`src/hdl/crc_cfg.svh`:
```
`ifndef CRC_CFG_SVH
`define CRC_CFG_SVH

// Register indices; byte address is four times the index
`define IDX_IRQ0_EN            16'he50a
`define IDX_IRQ1_EN            16'he50b
`define IDX_COMPUTATION_MODE   16'he60e
`define IDX_GAIN               16'he60f
`define IDX_CONFIG             16'he618
`define IDX_MEASUREMENT_MODE   16'he700
`define IDX_ACCUMULATION_MODE  16'he701
`define IDX_LINE_CYCLE_MODE    16'he702
`define IDX_CAPCFG             16'he706
`define IDX_CRC                16'he51f
`define IDX_CRC_STAT           16'he7fe

// Reset values of the protected registers, the reserved bits and the checksum register
`define RST_IRQ0_EN            32'h0000_0000
`define RST_IRQ1_EN            32'h0000_0000
`define RST_COMPUTATION_MODE   16'h0000
`define RST_GAIN               16'h0000
`define RST_CONFIG             16'h0000
`define RST_MEASUREMENT_MODE   8'h00
`define RST_ACCUMULATION_MODE  8'h00
`define RST_LINE_CYCLE_MODE    8'h00
`define RST_CAPCFG             8'h00
`define RST_RES16              64'h0000_0000_0000_0000
`define RST_RES8               48'h0000_0000_0000
`define RST_CRC                32'h3366_6787

// Generator
`define CRC_POLY               32'h04c1_1db7
`define CRC_INIT               32'hffff_ffff
`define CRC_BITS               256
`define CRC_CNT_W              9
`define CRC_LAST               9'h0ff

`endif

```
`src/hdl/crc_pkg.sv`:
```
`default_nettype none
package crc_pkg;

   typedef enum logic {ST_IDLE, ST_RUN} crc_state_t;

   // One step of the LFSR: feedback is input XOR top bit, taps XORed into shifted state
   function automatic logic [31:0] lfsr_step(input logic [31:0] st, input logic din,
                                             input logic [31:0] poly);
      logic fb;
      fb = din ^ st[31];
      lfsr_step = {st[30:0], 1'b0} ^ (fb ? poly : 32'h0000_0000);
   endfunction

endpackage
`default_nettype wire

```
`src/hdl/crc_link_if.sv`:
```
`timescale 1ns/1ps
`default_nettype none
interface crc_link_if;
   logic         start;
   logic [255:0] data;
   logic         busy;
   logic         done;
   logic [31:0]  result;

   modport ctrl (output start, output data, input busy, input done, input result);
   modport eng  (input start, input data, output busy, output done, output result);
endinterface
`default_nettype wire

```
`src/hdl/config_checksum_crc32.sv`:
```
// Operation
// - A read-only 32-bit register holds the CRC over the protected configuration set.
// - The set is both irq masks, the mode, gain, config and capture registers plus 4x16 and 6x8 reserved bits.
// - Reserved registers always enter the CRC with their fixed default values; the code takes them from RES16_VALUE and RES8_VALUE, which can be overridden.
// - Registers enter the LFSR one at a time LSB first, internal reserved first, first irq mask last.
// - After any reset the CRC is computed over defaults; the register resets to 0x33666787.
// - All 32 LFSR state bits start at one.
// - The generator uses the CRC-32 polynomial of Ethernet.
// - Feedback is input XOR top bit, shifted with taps, 256 steps, final state stored.
// - With default reserved contents the state after step 48 equals 0x3A7ABC72.
//
// Local design decision: the APB interface to the registers.
`timescale 1ns/1ps
`default_nettype none
`include "crc_cfg.svh"
module config_checksum_crc32
   import crc_pkg::*;
#(
   parameter int          ADDR_W      = 18,
   parameter logic [63:0] RES16_VALUE = `RST_RES16,
   parameter logic [47:0] RES8_VALUE  = `RST_RES8
)
(
   input  wire logic              ref_clk,
   input  wire logic              srst,
   input  wire logic              psel,
   input  wire logic              penable,
   input  wire logic              pwrite,
   input  wire logic [ADDR_W-1:0] paddr,
   input  wire logic [31:0]       pwdata,
   output var  logic [31:0]       prdata,
   output var  logic              pready,
   output var  logic              pslverr
);
   // The decode needs a full 16-bit index plus the byte offset
   if (ADDR_W < 18)
      $error("ADDR_W must be at least 18");

   function automatic logic hit(input logic [ADDR_W-1:0] a, input logic [15:0] idx);
      hit = (a == ADDR_W'({idx, 2'b00}));
   endfunction

   function automatic logic [31:0] ext16(input logic [15:0] v);
      ext16 = {16'h0000, v};
   endfunction

   function automatic logic [31:0] ext8(input logic [7:0] v);
      ext8 = {24'h00_0000, v};
   endfunction

   ////////////////////////////////////////////////////////////////////////////
   // Protected registers, then the checksum register and its dirty flag
   logic [31:0] irq_line0_enable_mask_r;
   logic [31:0] irq_line1_enable_mask_r;
   logic [15:0] computation_mode_reg_r;
   logic [15:0] gain_reg_r;
   logic [15:0] config_reg_r;
   logic [7:0]  measurement_mode_reg_r;
   logic [7:0]  accumulation_mode_reg_r;
   logic [7:0]  line_cycle_mode_reg_r;
   logic [7:0]  fast_capture_setup_reg_r;
   logic [31:0] config_crc_value_r;
   logic        dirty_r;

   crc_link_if lnk ();

   ////////////////////////////////////////////////////////////////////////////
   // APB decode
   wire setup_w  = psel && !penable;
   wire access_w = psel && penable && pready;
   wire wr_w     = access_w && pwrite;

   wire hit_m0   = hit(paddr, `IDX_IRQ0_EN);
   wire hit_m1   = hit(paddr, `IDX_IRQ1_EN);
   wire hit_cm   = hit(paddr, `IDX_COMPUTATION_MODE);
   wire hit_gn   = hit(paddr, `IDX_GAIN);
   wire hit_cf   = hit(paddr, `IDX_CONFIG);
   wire hit_mm   = hit(paddr, `IDX_MEASUREMENT_MODE);
   wire hit_am   = hit(paddr, `IDX_ACCUMULATION_MODE);
   wire hit_lc   = hit(paddr, `IDX_LINE_CYCLE_MODE);
   wire hit_hs   = hit(paddr, `IDX_CAPCFG);
   wire hit_crc  = hit(paddr, `IDX_CRC);
   wire hit_st   = hit(paddr, `IDX_CRC_STAT);
   wire hit_prot = hit_m0 | hit_m1 | hit_cm | hit_gn | hit_cf | hit_mm | hit_am
                 | hit_lc | hit_hs;
   // Read-only registers refuse writes with an error
   wire bad_w    = !(hit_prot | ((hit_crc | hit_st) && !pwrite));

   // Write strobes, one per protected register
   wire we_m0     = wr_w && hit_m0;
   wire we_m1     = wr_w && hit_m1;
   wire we_cm     = wr_w && hit_cm;
   wire we_gn     = wr_w && hit_gn;
   wire we_cf     = wr_w && hit_cf;
   wire we_mm     = wr_w && hit_mm;
   wire we_am     = wr_w && hit_am;
   wire we_lc     = wr_w && hit_lc;
   wire we_hs     = wr_w && hit_hs;
   wire prot_wr_w = wr_w && hit_prot;

   logic [31:0] rd_mux;
   always_comb
   begin
      if (hit_m0)
         rd_mux = irq_line0_enable_mask_r;
      else if (hit_m1)
         rd_mux = irq_line1_enable_mask_r;
      else if (hit_cm)
         rd_mux = ext16(computation_mode_reg_r);
      else if (hit_gn)
         rd_mux = ext16(gain_reg_r);
      else if (hit_cf)
         rd_mux = ext16(config_reg_r);
      else if (hit_mm)
         rd_mux = ext8(measurement_mode_reg_r);
      else if (hit_am)
         rd_mux = ext8(accumulation_mode_reg_r);
      else if (hit_lc)
         rd_mux = ext8(line_cycle_mode_reg_r);
      else if (hit_hs)
         rd_mux = ext8(fast_capture_setup_reg_r);
      else if (hit_crc)
         rd_mux = config_crc_value_r;
      else if (hit_st)
         rd_mux = {30'h0000_0000, dirty_r, lnk.busy};
      else
         rd_mux = 32'h0000_0000;
   end

   // Answer in the cycle after setup; the outputs stand for that one cycle
   always_ff @(posedge ref_clk)
   begin
      if (srst)
      begin
         pready  <= 1'b0;
         pslverr <= 1'b0;
         prdata  <= 32'h0000_0000;
      end
      else
      begin
         pready  <= setup_w;
         pslverr <= setup_w && bad_w;
         prdata  <= (setup_w && !pwrite && !bad_w) ? rd_mux : 32'h0000_0000;
      end
   end

   ////////////////////////////////////////////////////////////////////////////
   // Register writes, one short process per register width
   always_ff @(posedge ref_clk)
   begin
      if (srst)
      begin
         irq_line0_enable_mask_r <= `RST_IRQ0_EN;
         irq_line1_enable_mask_r <= `RST_IRQ1_EN;
      end
      else
      begin
         if (we_m0)
            irq_line0_enable_mask_r <= pwdata;
         if (we_m1)
            irq_line1_enable_mask_r <= pwdata;
      end
   end

   always_ff @(posedge ref_clk)
   begin
      if (srst)
      begin
         computation_mode_reg_r <= `RST_COMPUTATION_MODE;
         gain_reg_r             <= `RST_GAIN;
         config_reg_r           <= `RST_CONFIG;
      end
      else
      begin
         if (we_cm)
            computation_mode_reg_r <= pwdata[15:0];
         if (we_gn)
            gain_reg_r <= pwdata[15:0];
         if (we_cf)
            config_reg_r <= pwdata[15:0];
      end
   end

   // Upper write data bits of the narrow registers are dropped
   always_ff @(posedge ref_clk)
   begin
      if (srst)
      begin
         measurement_mode_reg_r   <= `RST_MEASUREMENT_MODE;
         accumulation_mode_reg_r  <= `RST_ACCUMULATION_MODE;
         line_cycle_mode_reg_r    <= `RST_LINE_CYCLE_MODE;
         fast_capture_setup_reg_r <= `RST_CAPCFG;
      end
      else
      begin
         if (we_mm)
            measurement_mode_reg_r <= pwdata[7:0];
         if (we_am)
            accumulation_mode_reg_r <= pwdata[7:0];
         if (we_lc)
            line_cycle_mode_reg_r <= pwdata[7:0];
         if (we_hs)
            fast_capture_setup_reg_r <= pwdata[7:0];
      end
   end

   ////////////////////////////////////////////////////////////////////////////
   // Checksum control
   // Vector a255..a0: first irq mask on top, 8-bit reserved at the bottom
   assign lnk.data = {irq_line0_enable_mask_r, irq_line1_enable_mask_r,
                      computation_mode_reg_r, gain_reg_r, config_reg_r,
                      measurement_mode_reg_r, accumulation_mode_reg_r,
                      line_cycle_mode_reg_r, fast_capture_setup_reg_r,
                      RES16_VALUE, RES8_VALUE};
   // The engine latches the vector at start, so a later write needs a rerun
   assign lnk.start = dirty_r && !lnk.busy;

   always_ff @(posedge ref_clk)
   begin
      if (srst)
      begin
         dirty_r            <= 1'b1;
         config_crc_value_r <= `RST_CRC;
      end
      else
      begin
         // A write in the start cycle keeps the flag set
         dirty_r <= (dirty_r && !lnk.start) || prot_wr_w;
         if (lnk.done)
            config_crc_value_r <= lnk.result;
      end
   end

   crc32_serial u_engine
   (
      .ref_clk (ref_clk),
      .srst    (srst),
      .lnk     (lnk.eng)
   );
endmodule
`default_nettype wire

```
`src/hdl/crc32_serial.sv`:
```
`timescale 1ns/1ps
`default_nettype none
`include "crc_cfg.svh"
module crc32_serial
   import crc_pkg::*;
(
   input  wire logic ref_clk,
   input  wire logic srst,
   crc_link_if.eng   lnk
);
   crc_state_t              state_r;
   logic [255:0]            shift_r;
   logic [31:0]             lfsr_r;
   logic [`CRC_CNT_W-1:0]   cnt_r;
   logic [31:0]             lfsr_nxt;

   assign lfsr_nxt   = lfsr_step(lfsr_r, shift_r[0], `CRC_POLY);
   assign lnk.busy   = (state_r == ST_RUN);
   assign lnk.result = lfsr_r;

   always_ff @(posedge ref_clk)
   begin
      if (srst)
      begin
         state_r  <= ST_IDLE;
         shift_r  <= '0;
         lfsr_r   <= `CRC_INIT;
         cnt_r    <= '0;
         lnk.done <= 1'b0;
      end
      else
      begin
         lnk.done <= 1'b0;
         case (state_r)
            ST_IDLE:
            begin
               if (lnk.start)
               begin
                  shift_r <= lnk.data;
                  lfsr_r  <= `CRC_INIT;
                  cnt_r   <= '0;
                  state_r <= ST_RUN;
               end
            end
            ST_RUN:
            begin
               // Bit a0 enters first, LSB of the vector
               shift_r <= {1'b0, shift_r[255:1]};
               lfsr_r  <= lfsr_nxt;
               cnt_r   <= cnt_r + 1'b1;
               if (cnt_r == `CRC_LAST)
               begin
                  state_r  <= ST_IDLE;
                  lnk.done <= 1'b1;
               end
            end
            default: state_r <= ST_IDLE;
         endcase
      end
   end
endmodule
`default_nettype wire

```
`config.mk`:
```
export PLATFORM = sky130hd
export DESIGN_NAME = config_checksum_crc32
export DESIGN_NICKNAME = d
export VERILOG_FILES = /design/src/hdl/crc_pkg.sv /design/src/hdl/crc_link_if.sv /design/src/hdl/config_checksum_crc32.sv /design/src/hdl/crc32_serial.sv
export VERILOG_INCLUDE_DIRS = /design/src /design/src/hdl
export SDC_FILE = /design/constraint.sdc
export NUM_CORES = 1
export LEC_CHECK = 0
export BUFFER_PORTS_ARGS = -buffer_cell sky130_fd_sc_hd__buf_4
export CORE_MARGIN = 2
export CORE_UTILIZATION = 55
export DETAILED_ROUTE_END_ITERATION = 16
export GPL_TIMING_DRIVEN = 1
export PLACE_DENSITY = 0.77
export SYNTH_ARGS = -nofsm -noshare
export SYNTH_HDL_FRONTEND = slang
export SYNTH_SLANG_ARGS = --single-unit
export TNS_END_PERCENT = 10
```
`constraint.sdc`:
```
create_clock -name ref_clk -period 2.3 [get_ports ref_clk]
set_input_delay 0.23 -clock ref_clk [delete_from_list [all_inputs] [get_ports ref_clk]]
set_output_delay 0.23 -clock ref_clk [all_outputs]
set_load 0.005 [all_outputs]
```
==> run metrics <==
total number of vias 17,372; slowest CP cell or4_1; antenna violations before repair 0; maximum ir drop on the vdd rail 0.564 mV; initial core utilization 55.6%; setup slack of the worst register-to-register path 0.56 ns; area used by sequential logic in the layout 10,200 um2; layout net count 2,551; asr flop ratio synth 0%; Die Y-Extent 198 um; crit share post-route 85.0%; number of optimization iterations in the first detailed-route pass 8; Unique masters post-synth 58; part of the Yosys area used for sequential elements 49.1%; FMAX 512 MHz; layout overhead on the synthesized area 17.3%; number of synthesized flops with an enable pin 0; antenna cell count 0; reported net switching power 4.19 mW; total congestion overflow 0; FF-to-FF End u_engine.lnk.result[4]; synthesized area 20,800 um2; final-report max-slew violation count 0; Final Wtd Congestion 0.948; Clock Skews 0.0129 ns; number of placed instances with taps included 2,917; number of endpoints failing setup at the final stage 0; busiest layer in global routing met2; total core area 37,400 um2; min-delay worst type primary input to flop; category of cells accounting for the largest share of critical-path delay simple AND/OR/NAND/NOR gates; DRC 0; first-pass GRT wire length 84,200 um; Global Route met2 Usage 44.3%; Clock Tree Root clkbuf_16; Final Hold Fails 0; DRT antenna net count 0; final std cells w/o fill 3,047; launch point of the worst reg-to-reg path u_engine.lnk.result[31]; commonest register cell after synthesis dfxtp_1; Via-to-Cell Ratio 5.70; layout cells sized above 1 11.6%; crit path time final 1.95 ns; total length of routed wires 52,800 um; number of standard cells after synthesis 2,451; startpoint of the worst hold path paddr[3]; port buffer count 88; total nets after synthesis 2,508; setup repair after global routing missed its margin false; pin slew with the least headroom to its limit 0.695 ns; launching element type of the critical path primary input; post-layout instance area 24,400 um2; clock latency of the later-clocked register in the worst-skew pair 0.60 ns; Hold Crit Depth 6; number of top-level pins 89; via count of the first global-routing pass 16,295; list of cells traversed by the critical path buf_4 -> buf_4 -> or4_1 -> nor4_1 -> and2_1 -> nor2_1 -> a311o_1 -> nor4_1; Setup CP Type primary input to flop; FILL cells 2,966; part of the total power dissipated in combinational logic 5.0%; Starting DRT DRC Count 1,490; number of clock sinks seen by CTS 510; clock-pin slew of the registers on the worst-case setup and hold paths 0.06 ns; share of total power consumed by net switching 22.5%; sequential fraction of design power 48.0%; worst relative slew slack 53.7%; peak per-stage delay on the critical path 0.51 ns; row count 71; part of the total power dissipated in the clock network 47.0%; kind of capture point of the worst setup path flop; Worst Path Arrival 2.44 ns; hold-critical path endpoint pslverr; outcome completed; maximum number of pins on one net before global-route repair 135; Post-Synthesis Mean Instance Area 8.48 um2; post-synthesis sequential element count 510; TritonCTS clock tree yes; Routed WL per cell 17.3 um; P_int 14.4 mW; Crit path required time 2.79 ns; H-tree levels 2; area of the die 39,400 um2; total area of multi-input combinational cells 9780 um2; area post-placement 22,200 um2; warning count from the yosys run 0; static leakage 9.24 nW; count of buffering cells on the critical path with inverters included 2; P per Cell Area 764 nW/um2; setup repair bufs after CTS 0; hpwl dp 32,900 um; die outline width 198 um; routing usage on met1 33.5%; worst reg-to-reg path cell count 5; number of buffers between clock root and the deepest sink 3; largest fanout on the critical path 9; met3 Track Usage GR 4.66%; number of buffers created by CTS 51; number of max-cap violations 0; all-layer global routing usage 26.5%
repair_timing:
action / 4_1_cts / 5_1_grt
endpoints found under the hold margin: 111 / 0
gates resized for setup: 0 / 0
hold buffers: 35 / 0
cells in the mapped netlist (2+ instances only):
master / number / area, um2
dfxtp_1: 510 / 10200
nor2_1: 502 / 1880
a21oi_1: 394 / 1970
nand2_1: 238 / 893
mux2i_1: 202 / 2020
clkbuf_1: 185 / 694
nor3b_1: 114 / 856
a211o_1: 24 / 210
nor3_1: 22 / 110
buf_1: 21 / 78.8
a222oi_1: 19 / 190
o22a_1: 18 / 158
nor2b_1: 17 / 106
or2_2: 17 / 106
xnor2_1: 14 / 123
a221oi_1: 12 / 105
nand4_1: 11 / 68.8
a22oi_1: 9 / 67.6
nand2b_1: 8 / 50.1
o21ai_0: 8 / 40.0
nand3_1: 7 / 35.0
nor4_1: 6 / 37.5
o221a_2: 6 / 67.6
or3_1: 6 / 37.5
a211oi_1: 5 / 37.5
and3_1: 5 / 31.3
buf_2: 5 / 25.0
mux2_2: 5 / 56.3
o22ai_1: 5 / 31.3
xor2_1: 5 / 43.8
a21o_1: 4 / 30.0
a22o_1: 4 / 35.0
and2_1: 4 / 25.0
inv_1: 4 / 15.0
a32oi_1: 3 / 26.3
o311ai_0: 3 / 26.3
a221o_1: 2 / 20.0
a31oi_1: 2 / 12.5
ha_1: 2 / 25.0
nand3b_1: 2 / 15.0
nand4bb_1: 2 / 22.5
nor4_2: 2 / 25.0
or4_4: 2 / 22.5
layout by cell type, fill, tap and decap left out, types with 17 or more instances in the layout:
master	Yosys	routed
buf_4	0	140
mux2i_1	202	202
a222oi_1	19	19
a21oi_1	394	394
dfxtp_1	510	507
nor3b_1	114	114
clkbuf_16	0	51
or2_2	17	17
o22a_1	18	18
nor3_1	22	20
buf_12	0	25
nor2b_1	17	17
nor2_1	502	500
dlygate4sd3_1	0	35
nand2_1	238	238
a211o_1	24	24
metrics by stage:
step           worst slack [ns]  hold slack [ns]  utilization [%]  setup TNS (ns)  power, mW
6_report                  0.345            0.217             65.2               0       18.6
5_1_grt                   0.187            0.254             65.2               0       19.2
4_1_cts                   0.385            0.180             65.2               0       18.7
3_5_place_dp             -0.211            0.445             59.4           -7.71       10.0
3_3_place_gp             -0.185            0.443             59.4           -7.05       9.98
2_1_floorplan           -0.0475            0.326                -          -0.788       9.69
flip-flops by register name, summed over array words and instances (netlist names):
name	cells
accumulation_mode_reg_r	8
u_engine.shift_r	256
prdata	32
computation_mode_reg_r	16
u_engine.lnk.result	32
u_engine.lnk.busy	1
u_engine.cnt_r	9
line_cycle_mode_reg_r	8
fast_capture_setup_reg_r	8
u_engine.lnk.done	1
dirty_r	1
gain_reg_r	16
measurement_mode_reg_r	8
pslverr	1
pready	1
config_reg_r	16
irq_line0_enable_mask_r	32
irq_line1_enable_mask_r	32
config_crc_value_r	32
worst min-delay path, stage by stage:
cell and delay (ns):
buf_4 0.11, nand2_1 0.05, nor2_1 0.14, nor4_1 0.08, nand2_1 0.09, nor2_1 0.05
power by group through the flow:
stage	logic [mW]	clock network [mW]	registers, mW
CTS	0.925	8.88	8.93
detailed placement	0.874	0	9.13
finish	0.936	8.76	8.93
floorplan	0.612	0	9.07
global placement	0.859	0	9.12
global route	1.00	9.24	8.93
logic make-up after synthesis:
kind of cell | Yosys count | synth area share (%)
AOI/OAI and AO/OA | 524 | 14.8
xor gates and xnor gates | 19 | 0.801
adders and majority gates | 2 | 0.120
buffers and inverters | 215 | 3.91
DFF | 510 | 49.1
muxes | 207 | 10.0
and+or+nand+nor | 974 | 21.2
final cells by class:
class,instances,share of cell area (%)
Clock inverter,19,1.18
Tap cell,511,2.62
Multi-Input combinational cell,1726,40.1
Sequential cell,510,41.9
Timing Repair Buffer,201,7.87
Inverter,4,0.0616
Clock buffer,76,6.20
worst max-delay path by stage:
stage	start	to	slack [ns]	cells past startpoint
floorplan	paddr[8]	measurement_mode_reg_r[7]	-0.05	6
global placement	paddr[8]	prdata[13]	-0.19	7
detailed placement	paddr[8]	prdata[14]	-0.21	7
CTS	paddr[8]	prdata[4]	0.39	8
global route	paddr[8]	prdata[12]	0.19	9
finish	paddr[8]	prdata[4]	0.35	8
routing by layer:
layer / wire length (um) / vias to the layer above
li1: - / 8495
met1: 22600 / 8269
met2: 25400 / 484
met3: 2990 / 124
met4: 1900 / 0
met5: 0 / -
Power figures use the tool's default switching activity.
